<file path="src/shared/flag_bank_regs.vh">
/*
 * Register offsets, field positions and reset values of the
 * status and configuration register bank.
 * Assumes an 8-bit register address and 8-bit data.
 */
`ifndef FLAG_BANK_REGS_VH
`define FLAG_BANK_REGS_VH

// Register offsets
`define ADDR_EVENT_FLAGS_PRIMARY 8'h00
`define ADDR_FIFO_DATA 8'h0C
`define ADDR_FIFO_ALMOST_FULL 8'h0D
`define ADDR_FIFO_CONFIG_2 8'h0E
`define ADDR_SYSTEM_CONFIG_1 8'h11
`define ADDR_IMPEDANCE_CONFIG_3 8'h22
`define ADDR_IMPEDANCE_CONFIG_4 8'h23
`define ADDR_IMPEDANCE_CONFIG_5 8'h24
`define ADDR_IMPEDANCE_CONFIG_6 8'h25
`define ADDR_READING_LOW_LIMIT 8'h26
`define ADDR_READING_HIGH_LIMIT 8'h27
`define ADDR_IMPEDANCE_CONFIG_7 8'h28
`define ADDR_ELECTRODE_SWITCH_1 8'h41
`define ADDR_ELECTRODE_SWITCH_2 8'h42
`define ADDR_ELECTRODE_ASSIGNMENT 8'h43
`define ADDR_SELF_TEST_ERROR 8'h44
`define ADDR_LEAD_DETECT_CONFIG 8'h50
`define ADDR_LEAD_DETECT_LIMIT 8'h51
`define ADDR_LEAD_BIAS_CONFIG 8'h58
`define ADDR_IRQ_MASK_PRIMARY 8'h80
`define ADDR_IRQ_MASK_SECONDARY 8'h81
`define ADDR_DEVICE_IDENTIFIER 8'hFF

// Bit positions in event_flags_primary
`define BIT_ALMOST_FULL 7
`define BIT_NEW_SAMPLE 5
`define BIT_FREQ_LOSS 4
`define BIT_FREQ_ACQUIRED 3
`define BIT_PHASE_LOSS 2
`define BIT_PHASE_ACQUIRED 1
`define BIT_UNDERVOLTAGE 0

// Other field positions
`define BIT_FLAG_CLEAR_ON_DATA_READ 3
`define BIT_SHUTDOWN_CONTROL 1

// Reset values
`define RESET_EVENT_FLAGS 8'h01
`define RESET_CONFIG 8'h00

// Implemented bits of event_flags_primary; bit 6 reads zero
`define MASK_EVENT_FLAGS 8'hBF

`endif
</file>
<file path="src/logic/status_flag_cell.v">
/*
 * One sticky status flag: set by a hardware event, cleared by a
 * read strobe. Set wins over clear in the same cycle.
 * Assumes event and clear come from logic on the same clock.
 */
`timescale 1ns/1ps
`default_nettype none

module status_flag_cell #(
	parameter RESET_VALUE = 1'b0
) (
	input wire i_clk,
	input wire i_reset_n,
	input wire i_set,
	input wire i_clear,
	output reg o_flag
);

	// Set dominates so no event falls into a clearing read
	always @(posedge i_clk or negedge i_reset_n) begin
		if (!i_reset_n) begin
			o_flag <= RESET_VALUE;
		end else if (i_set) begin
			o_flag <= 1'b1;
		end else if (i_clear) begin
			o_flag <= 1'b0;
		end
	end

endmodule // status_flag_cell

`default_nettype wire

</file>
<file path="src/logic/status_flag_register_bank.v">
/*
 * Register bank of the impedance front end: configuration,
 * electrode switch, lead detect, lead bias, interrupt enable and
 * identifier registers, plus the first status register with its
 * clear-on-read flags and the interrupt pin.
 * Assumes the serial port decodes transfers into one-cycle read and
 * write strobes with address on i_clk, FIFO level likewise; PLL lock and
 * undervoltage indications arrive from outside the clock domain.
 */
// Notes on behaviour
// - Almost-full flag sets once the FIFO count reaches the threshold.
// - Almost-full clears on a status read, or a data read if enabled.
// - New-sample flag sets when a new word enters the FIFO.
// - New-sample clears on a status read, or a data read if enabled.
// - Frequency-loss flag sets on unlock, again while unlock lasts.
// - Frequency-acquired flag stays asserted while lock is held.
// - Phase-loss flag sets only after phase lock was held then lost.
// - Phase-acquired flag sets on lock and again while lock lasts.
// - Undervoltage flag is unmaskable, cleared by read or shutdown.
`timescale 1ns/1ps
`default_nettype none
`include "flag_bank_regs.vh"

module status_flag_register_bank #(
	parameter COUNT_WIDTH = 9,
	parameter [7:0] DEVICE_ID = 8'h5A // Arbitrary value
) (
	input wire i_clk,
	input wire i_reset_n,
	// Register port from the serial control logic
	input wire [7:0] i_reg_addr,
	input wire [7:0] i_reg_wdata,
	input wire i_reg_write,
	input wire i_reg_read,
	output reg [7:0] o_reg_rdata,
	// FIFO state
	input wire [COUNT_WIDTH-1:0] i_fifo_count,
	input wire i_fifo_new_word,
	input wire [7:0] i_fifo_rdata,
	// Asynchronous indications
	input wire i_pll_freq_locked,
	input wire i_pll_phase_locked,
	input wire i_undervoltage,
	input wire [7:0] i_self_test_error,
	input wire [7:0] i_secondary_flags,
	// Configuration outputs
	output reg [7:0] o_almost_full_threshold,
	output reg [7:0] o_fifo_config,
	output reg [7:0] o_system_config,
	output reg [7:0] o_impedance_config_3,
	output reg [7:0] o_impedance_config_4,
	output reg [7:0] o_impedance_config_5,
	output reg [7:0] o_impedance_config_6,
	output reg [7:0] o_reading_low_limit,
	output reg [7:0] o_reading_high_limit,
	output reg [7:0] o_impedance_config_7,
	output reg [7:0] o_electrode_switch_config_1,
	output reg [7:0] o_electrode_switch_config_2,
	output reg [7:0] o_electrode_assignment,
	output reg [7:0] o_lead_detect_config,
	output reg [7:0] o_lead_detect_limit,
	output reg [7:0] o_lead_bias_config,
	output reg [7:0] o_irq_mask_primary,
	output reg [7:0] o_irq_mask_secondary,
	output wire o_fifo_data_read,
	output reg o_irq_pin
);

	// Two-flop synchronisers for the asynchronous levels
	reg [2:0] sync_meta;
	reg [2:0] sync_level;
	reg [7:0] sec_meta;
	reg [7:0] sec_flags;
	reg [7:0] test_meta;
	reg [7:0] test_err;

	// Self-test result is quasi-static but still crosses domains
	always @(posedge i_clk or negedge i_reset_n) begin
		if (!i_reset_n) begin
			sync_meta <= 3'h0;
			sync_level <= 3'h0;
			sec_meta <= 8'h00;
			sec_flags <= 8'h00;
			test_meta <= 8'h00;
			test_err <= 8'h00;
		end else begin
			sync_meta <= {i_undervoltage, i_pll_phase_locked,
				i_pll_freq_locked};
			sync_level <= sync_meta;
			sec_meta <= i_secondary_flags;
			sec_flags <= sec_meta;
			test_meta <= i_self_test_error;
			test_err <= test_meta;
		end
	end

	wire freq_locked;
	wire phase_locked;
	wire undervoltage;
	assign freq_locked = sync_level[0];
	assign phase_locked = sync_level[1];
	assign undervoltage = sync_level[2];

	// Previous values for edge detection
	reg freq_locked_d;
	reg phase_locked_d;
	reg undervoltage_d;
	reg phase_was_locked;

	always @(posedge i_clk or negedge i_reset_n) begin
		if (!i_reset_n) begin
			freq_locked_d <= 1'b0;
			phase_locked_d <= 1'b0;
			undervoltage_d <= 1'b0;
			phase_was_locked <= 1'b0;
		end else begin
			freq_locked_d <= freq_locked;
			phase_locked_d <= phase_locked;
			undervoltage_d <= undervoltage;
			// Remember a held phase lock until frequency lock drops
			if (phase_locked) begin
				phase_was_locked <= 1'b1;
			end else if (!freq_locked) begin
				phase_was_locked <= 1'b0;
			end
		end
	end

	// Address decode helper used for reads and writes
	// One function keeps read and write decode identical
	function is_addr;
		input [7:0] addr;
		input [7:0] target;
		begin
			is_addr = (addr == target);
		end
	endfunction

	wire status_read;
	wire data_read;
	wire data_read_clear;
	wire shutdown_set;
	// Clear strobes come straight from the decoded read, or from the decoded shutdown write
	assign status_read = i_reg_read &&
		is_addr(i_reg_addr, `ADDR_EVENT_FLAGS_PRIMARY);
	assign data_read = i_reg_read &&
		is_addr(i_reg_addr, `ADDR_FIFO_DATA);
	assign data_read_clear = data_read &&
		o_fifo_config[`BIT_FLAG_CLEAR_ON_DATA_READ];
	assign shutdown_set = i_reg_write &&
		is_addr(i_reg_addr, `ADDR_SYSTEM_CONFIG_1) &&
		i_reg_wdata[`BIT_SHUTDOWN_CONTROL];
	// Pop strobe; the byte is captured at the same edge
	assign o_fifo_data_read = data_read;

	// Almost-full is level-triggered on the threshold comparison
	// Limitation: threshold zero counts an empty FIFO as reached
	wire almost_full_reached;
	assign almost_full_reached = (i_fifo_count >=
		{{(COUNT_WIDTH-8){1'b0}}, o_almost_full_threshold});

	// Frequency loss persists only after a lock was ever seen
	// Without this memory an unlocked PLL at power-up would flag loss
	reg freq_ever_locked;

	always @(posedge i_clk or negedge i_reset_n) begin
		if (!i_reset_n) begin
			freq_ever_locked <= 1'b0;
		end else if (freq_locked) begin
			freq_ever_locked <= 1'b1;
		end
	end

	// Set and clear terms for each flag
	wire [7:0] flag_set;
	wire [7:0] flag_clear;
	localparam [7:0] FLAG_RESET = `RESET_EVENT_FLAGS;
	wire [7:0] event_flags;

	assign flag_set[`BIT_ALMOST_FULL] = almost_full_reached;
	assign flag_set[6] = 1'b0;
	assign flag_set[`BIT_NEW_SAMPLE] = i_fifo_new_word;
	// Loss and lock flags re-set while the state persists
	assign flag_set[`BIT_FREQ_LOSS] = !freq_locked &&
		(freq_locked_d || freq_ever_locked);
	assign flag_set[`BIT_FREQ_ACQUIRED] = freq_locked;
	// No loss before a phase lock was ever held
	assign flag_set[`BIT_PHASE_LOSS] = !phase_locked &&
		phase_was_locked;
	assign flag_set[`BIT_PHASE_ACQUIRED] = phase_locked;
	// Edge only, so a supply held low raises one event, not a stream
	assign flag_set[`BIT_UNDERVOLTAGE] = undervoltage &&
		!undervoltage_d;

	assign flag_clear[`BIT_ALMOST_FULL] = status_read ||
		data_read_clear;
	assign flag_clear[6] = 1'b0;
	assign flag_clear[`BIT_NEW_SAMPLE] = status_read ||
		data_read_clear;
	assign flag_clear[`BIT_FREQ_LOSS] = status_read;
	assign flag_clear[`BIT_FREQ_ACQUIRED] = status_read;
	assign flag_clear[`BIT_PHASE_LOSS] = status_read;
	assign flag_clear[`BIT_PHASE_ACQUIRED] = status_read;
	assign flag_clear[`BIT_UNDERVOLTAGE] = status_read ||
		shutdown_set;

	// One sticky cell per implemented flag; bit 6 is a hole
	genvar gi;
	generate
		for (gi = 0; gi < 8; gi = gi + 1) begin : g_flag
			if (gi == 6) begin : g_unused
				assign event_flags[gi] = 1'b0;
			end else begin : g_cell
				status_flag_cell #(
					.RESET_VALUE(FLAG_RESET[gi])
				) u_cell (
					.i_clk(i_clk),
					.i_reset_n(i_reset_n),
					.i_set(flag_set[gi]),
					.i_clear(flag_clear[gi]),
					.o_flag(event_flags[gi])
				);
			end
		end
	endgenerate

	// Writable registers; a write to a read-only offset is ignored
	// Shutdown bit is stored here as well as acted on above
	always @(posedge i_clk or negedge i_reset_n) begin
		if (!i_reset_n) begin
			o_almost_full_threshold <= `RESET_CONFIG;
			o_fifo_config <= `RESET_CONFIG;
			o_system_config <= `RESET_CONFIG;
			o_impedance_config_3 <= `RESET_CONFIG;
			o_impedance_config_4 <= `RESET_CONFIG;
			o_impedance_config_5 <= `RESET_CONFIG;
			o_impedance_config_6 <= `RESET_CONFIG;
			o_reading_low_limit <= `RESET_CONFIG;
			o_reading_high_limit <= `RESET_CONFIG;
			o_impedance_config_7 <= `RESET_CONFIG;
			o_electrode_switch_config_1 <= `RESET_CONFIG;
			o_electrode_switch_config_2 <= `RESET_CONFIG;
			o_electrode_assignment <= `RESET_CONFIG;
			o_lead_detect_config <= `RESET_CONFIG;
			o_lead_detect_limit <= `RESET_CONFIG;
			o_lead_bias_config <= `RESET_CONFIG;
			o_irq_mask_primary <= `RESET_CONFIG;
			o_irq_mask_secondary <= `RESET_CONFIG;
		end else if (i_reg_write) begin
			case (i_reg_addr)
			`ADDR_FIFO_ALMOST_FULL: o_almost_full_threshold <= i_reg_wdata;
			`ADDR_FIFO_CONFIG_2: o_fifo_config <= i_reg_wdata;
			`ADDR_SYSTEM_CONFIG_1: o_system_config <= i_reg_wdata;
			`ADDR_IMPEDANCE_CONFIG_3: o_impedance_config_3 <= i_reg_wdata;
			`ADDR_IMPEDANCE_CONFIG_4: o_impedance_config_4 <= i_reg_wdata;
			`ADDR_IMPEDANCE_CONFIG_5: o_impedance_config_5 <= i_reg_wdata;
			`ADDR_IMPEDANCE_CONFIG_6: o_impedance_config_6 <= i_reg_wdata;
			`ADDR_READING_LOW_LIMIT: o_reading_low_limit <= i_reg_wdata;
			`ADDR_READING_HIGH_LIMIT: o_reading_high_limit <= i_reg_wdata;
			`ADDR_IMPEDANCE_CONFIG_7: o_impedance_config_7 <= i_reg_wdata;
			`ADDR_ELECTRODE_SWITCH_1: begin
				o_electrode_switch_config_1 <= i_reg_wdata;
			end
			`ADDR_ELECTRODE_SWITCH_2: begin
				o_electrode_switch_config_2 <= i_reg_wdata;
			end
			`ADDR_ELECTRODE_ASSIGNMENT: o_electrode_assignment <= i_reg_wdata;
			`ADDR_LEAD_DETECT_CONFIG: o_lead_detect_config <= i_reg_wdata;
			`ADDR_LEAD_DETECT_LIMIT: o_lead_detect_limit <= i_reg_wdata;
			`ADDR_LEAD_BIAS_CONFIG: o_lead_bias_config <= i_reg_wdata;
			`ADDR_IRQ_MASK_PRIMARY: o_irq_mask_primary <= i_reg_wdata;
			`ADDR_IRQ_MASK_SECONDARY: o_irq_mask_secondary <= i_reg_wdata;
			default: begin
			end
			endcase
		end
	end

	// Read multiplexer; unmapped offsets read zero
	reg [7:0] next_rdata;

	always @* begin
		case (i_reg_addr)
		`ADDR_EVENT_FLAGS_PRIMARY: next_rdata = event_flags &
			`MASK_EVENT_FLAGS;
		`ADDR_FIFO_DATA: next_rdata = i_fifo_rdata;
		`ADDR_FIFO_ALMOST_FULL: next_rdata = o_almost_full_threshold;
		`ADDR_FIFO_CONFIG_2: next_rdata = o_fifo_config;
		`ADDR_SYSTEM_CONFIG_1: next_rdata = o_system_config;
		`ADDR_IMPEDANCE_CONFIG_3: next_rdata = o_impedance_config_3;
		`ADDR_IMPEDANCE_CONFIG_4: next_rdata = o_impedance_config_4;
		`ADDR_IMPEDANCE_CONFIG_5: next_rdata = o_impedance_config_5;
		`ADDR_IMPEDANCE_CONFIG_6: next_rdata = o_impedance_config_6;
		`ADDR_READING_LOW_LIMIT: next_rdata = o_reading_low_limit;
		`ADDR_READING_HIGH_LIMIT: next_rdata = o_reading_high_limit;
		`ADDR_IMPEDANCE_CONFIG_7: next_rdata = o_impedance_config_7;
		`ADDR_ELECTRODE_SWITCH_1: next_rdata = o_electrode_switch_config_1;
		`ADDR_ELECTRODE_SWITCH_2: next_rdata = o_electrode_switch_config_2;
		`ADDR_ELECTRODE_ASSIGNMENT: next_rdata = o_electrode_assignment;
		`ADDR_SELF_TEST_ERROR: next_rdata = test_err;
		`ADDR_LEAD_DETECT_CONFIG: next_rdata = o_lead_detect_config;
		`ADDR_LEAD_DETECT_LIMIT: next_rdata = o_lead_detect_limit;
		`ADDR_LEAD_BIAS_CONFIG: next_rdata = o_lead_bias_config;
		`ADDR_IRQ_MASK_PRIMARY: next_rdata = o_irq_mask_primary;
		`ADDR_IRQ_MASK_SECONDARY: next_rdata = o_irq_mask_secondary;
		`ADDR_DEVICE_IDENTIFIER: next_rdata = DEVICE_ID;
		default: next_rdata = 8'h00;
		endcase
	end

	// Read data registered; captures flags before the clear lands
	// Held between reads so a slow host can fetch it late
	always @(posedge i_clk or negedge i_reset_n) begin
		if (!i_reset_n) begin
			o_reg_rdata <= 8'h00;
		end else if (i_reg_read) begin
			o_reg_rdata <= next_rdata;
		end
	end

	// Interrupt pin: undervoltage always, others through the masks
	// Bit 0 is dropped from the mask path; undervoltage bypasses it
	// Pin registered so address decode never glitches it
	wire [7:0] masked_primary;
	wire [7:0] masked_secondary;
	assign masked_primary = event_flags & o_irq_mask_primary &
		`MASK_EVENT_FLAGS & 8'hFE;
	assign masked_secondary = sec_flags & o_irq_mask_secondary;

	always @(posedge i_clk or negedge i_reset_n) begin
		if (!i_reset_n) begin
			o_irq_pin <= 1'b0;
		end else begin
			o_irq_pin <= event_flags[`BIT_UNDERVOLTAGE] ||
				(|masked_primary) || (|masked_secondary);
		end
	end

endmodule // status_flag_register_bank

`default_nettype wire

</file>
<file path="config.mk">
export PLATFORM = sky130hd
export DESIGN_NAME = status_flag_register_bank
export DESIGN_NICKNAME = d
export VERILOG_FILES = /design/src/logic/status_flag_cell.v /design/src/logic/status_flag_register_bank.v
export VERILOG_INCLUDE_DIRS = /design/src /design/src/shared
export SDC_FILE = /design/constraint.sdc
export NUM_CORES = 1
export LEC_CHECK = 0
export BUFFER_PORTS_ARGS = -buffer_cell sky130_fd_sc_hd__buf_4
export CELL_PAD_IN_SITES_DETAIL_PLACEMENT = 0
export CELL_PAD_IN_SITES_GLOBAL_PLACEMENT = 1
export CORE_UTILIZATION = 39
export CTS_CLUSTER_SIZE = 30
export DETAILED_ROUTE_END_ITERATION = 8
export PLACE_DENSITY = 0.84
export SLEW_MARGIN = 20
export SYNTH_ARGS = -nofsm -noshare
export SYNTH_HDL_FRONTEND = slang
export SYNTH_SLANG_ARGS = --single-unit
</file>
<file path="constraint.sdc">
create_clock -name i_clk -period 2.22 [get_ports i_clk]
set_clock_uncertainty 0.2 [all_clocks]
set_input_delay 0.444 -clock i_clk [delete_from_list [all_inputs] [get_ports i_clk]]
set_output_delay 0.444 -clock i_clk [all_outputs]
set_load 0.1 [all_outputs]
</file>
==> metrics.csv <==
stage;metric;value;unit
finish;fraction of layout cells with a size suffix above 1;0.520;
setup_path;r2r startpoint;o_electrode_assignment[2]$_DFFE_PN0P_;
pwr;Max VDD drop;0.523;mV
flow_run;total of max-cap violations;0;
pwr;total power;9.78;mW
die;Die H;156;microns
setup_path;Setup crit start;o_electrode_assignment[2]$_DFFE_PN0P_;
place;DP Cell Count;1341;
routing;Routed Antenna Nets;0;
global_routing;Total GRT Usage;0.269;
global_routing;gr busiest metal;met2;
routing;DRT iter0 DRCs;597;
clock_network;clk slew on worst S/H paths;70;ps
die;Die Width;156;microns
global_routing;first-pass GRT wire length;48.2;mm
yosys;Top FF cell, synth;dfrtp_1;
place;post-DP HPWL;24.3;mm
yosys;distinct cell type count after synthesis;69;
clock_network;TritonCTS Buffers;21;
finish;most frequent cells in the layout;buf_4, dfrtp_1, mux2_2;
sta;setup TNS;0;ps
pwr;Pwr per Cell Area;746;nW/um^2
clock_network;H-tree levels;1;
global_routing;pin count of the biggest net entering global routing;86;
sta;Max Clk Rate;0.460;GHz
global_routing;M1 GR Usage;0.372;
place;worst slack at placement;-246;ps
finish;Inserted Diodes;0;
yosys;Netlist Area Pre-Place;9280;sq um
yosys;Post-synth ARST share;1.00;
global_routing;GR Util met2;0.427;
routing;TritonRoute pass-1 iters;5;
place;placed inst area;12100;sq um
place;PortBufs;210;
sta;Tcrit/Tclk final;0.980;
setup_path;Startpoint Class;flip-flop;
run_status;outcome;finished clean;
die;die area;24400;sq um
die;Core ar.;23400;sq um
yosys;Synth Net Count;804;
yosys;yosys warns;0;
sta;Final Setup Violations;0;
setup_path;critical path arrival;2370;ps
hold_path;hold crit path type;in2reg;
routing;via count;7676;
sta;Final Max Tran Viols;0;
die;I/O pin cnt;211;
pwr;P_leak;6.30;nW
routing;WL per Instance;23.2;microns
clock_network;clock latency on the worst-skew pair;500;ps
sta;fin worst setup slack;44.2;ps
routing;DRC errors left;0;
yosys;Post-synth EDFFs;0;
die;num rows;56;
finish;most common cell after layout, fill and taps aside;buf_4;
global_routing;number of global-route vias before repair;7660;
global_routing;grt total ovfl;0;
sta;minimum clock period;2180;ps
hold_path;hold path start;i_reg_read;
setup_path;Worst Path Max Fanout;3;
finish;Area Growth Syn to Fin;41.3;%
setup_path;WP data required;2410;ps
routing;final wirelength;32.6;mm
sta;final hold vios;0;
sta;Slew HR;0.445;
clock_network;clk sink count;202;
clock_network;clock root cell;clkbuf_16;
die;Initial Utilization;0.396;
place;RePlAce Congestion;0.900;
setup_path;Setup CP Type;reg2reg;
sta;Worst Tran Pin Value;831;ps
clock_network;Clock Path Buffers;3;
setup_path;Crit. End Element;flip-flop;
finish;# nets final;1136;
finish;number of cells in the finished layout apart from fillers;1404;
clock_network;CTS tree;built;
finish;post-route cell area;13100;sq um
global_routing;antenna violations before repair;0;
yosys;Synth Instances;739;
yosys;mean post-synth cell area;12.6;sq um
yosys;#FFs+latches synth;202;
global_routing;GRT met3 Usage;0.0490;
routing;Vias/cell;5.47;
sta;unrepaired setup endpoints after global routing;no;
yosys;post-synthesis sequential area ratio;0.545;
-- cells in the mapped netlist (3+ instances only) --
| library cell | count | area share |
|---|---|---|
| dfrtp_1 | 201 | 0.54 |
| mux2_2 | 141 | 0.17 |
| nand2_1 | 44 | 0.018 |
| nand3_1 | 38 | 0.020 |
| o21ai_0 | 34 | 0.018 |
| buf_2 | 22 | 0.012 |
| clkbuf_1 | 18 | 0.0073 |
| nor2_1 | 17 | 0.0069 |
| a22oi_1 | 15 | 0.012 |
| nand3b_1 | 14 | 0.011 |
| inv_1 | 12 | 0.0049 |
| mux2i_1 | 12 | 0.013 |
| nand4_1 | 10 | 0.0067 |
| nand3_2 | 9 | 0.0097 |
| a22o_1 | 8 | 0.0076 |
| buf_4 | 8 | 0.0065 |
| ha_1 | 8 | 0.011 |
| a21o_1 | 7 | 0.0057 |
| a21oi_1 | 7 | 0.0038 |
| a41oi_1 | 7 | 0.0066 |
| and3_1 | 7 | 0.0047 |
| a32o_1 | 6 | 0.0065 |
| a31oi_1 | 5 | 0.0034 |
| a32oi_1 | 5 | 0.0047 |
| nor2b_1 | 5 | 0.0034 |
| nor3_1 | 5 | 0.0027 |
| nor3b_1 | 5 | 0.0040 |
| o32a_1 | 5 | 0.0054 |
| nor4b_2 | 4 | 0.0065 |
| o22ai_1 | 4 | 0.0027 |
| a31o_2 | 3 | 0.0028 |
| o221ai_1 | 3 | 0.0028 |
-- metal layers --
layer  wire (microns)  vias to the layer above
li1                 -                     3432
met5                0                        -
met1            14300                     3901
met2            15300                      285
met3             2030                       58
met4              969                        0
-- through the flow --
step / utilization / hold WS [ps]
6_report: 0.560 / 108
5_1_grt: 0.560 / 116
4_1_cts: 0.557 / 100
3_5_place_dp: 0.516 / 96.7
3_3_place_gp: 0.516 / 96.3
2_1_floorplan: - / -51.6
-- cell families after synthesis --
logic type	count (synthesis)	synth area share
DFF	202	0.545
and+or+nand+nor	184	0.125
muxes	154	0.186
AOI/OAI and AO/OA	128	0.101
buffers and inverters	63	0.0325
adders and majority gates	8	0.0108
-- where the power goes --
group	internal, mW	switching, mW
logic	0.550	1.50
registers	3.86	0.165
clock network	2.23	1.48
total	6.64	3.15
-- final timing paths --
path / endpoint / slack (ps) / cells past startpoint
max reg2reg: o_reg_rdata[2]$_DFFE_PN0P_ / 40 / 5
min reg2reg: test_err[7]$_DFF_PN0_ / 150 / 0
min: o_reg_rdata[6]$_DFFE_PN0P_ / 110 / 3
max: o_reg_rdata[2]$_DFFE_PN0P_ / 40 / 5
min in group asynchronous: o_electrode_switch_config_1[3]$_DFFE_PN0P_ / 140 / 2
max in group asynchronous: o_reading_high_limit[7]$_DFFE_PN0P_ / 1000 / 3
-- critical path, cell delays in order, from the launching register on --
cell and delay, ps:
dfrtp_4 500, mux2_2 290, a22oi_2 120, o22ai_1 90
or4_1 550, o32a_1 310
-- what timing repair did --
action / in CTS / in global routing
setup endpoints to repair: 1 / 2
endpoints found under the hold margin: 222 / 0
buffers inserted: 0 / 4
gates cloned: 0 / 0
hold buffers: 22 / 0
pin swaps: 1 / 2
resized for setup: 4 / 7
-- area by class of cell --
class                      instances  area (sq um)
tap                              319           399
fill                            2049         10300
multi-input combinational        474          3960
sequential                       202          5090
clock inverter                     9           133
timing repair buffer             359          2890
inverter                          13          48.8
clock buffer                      28           592
(Power assumes the default switching activity.)
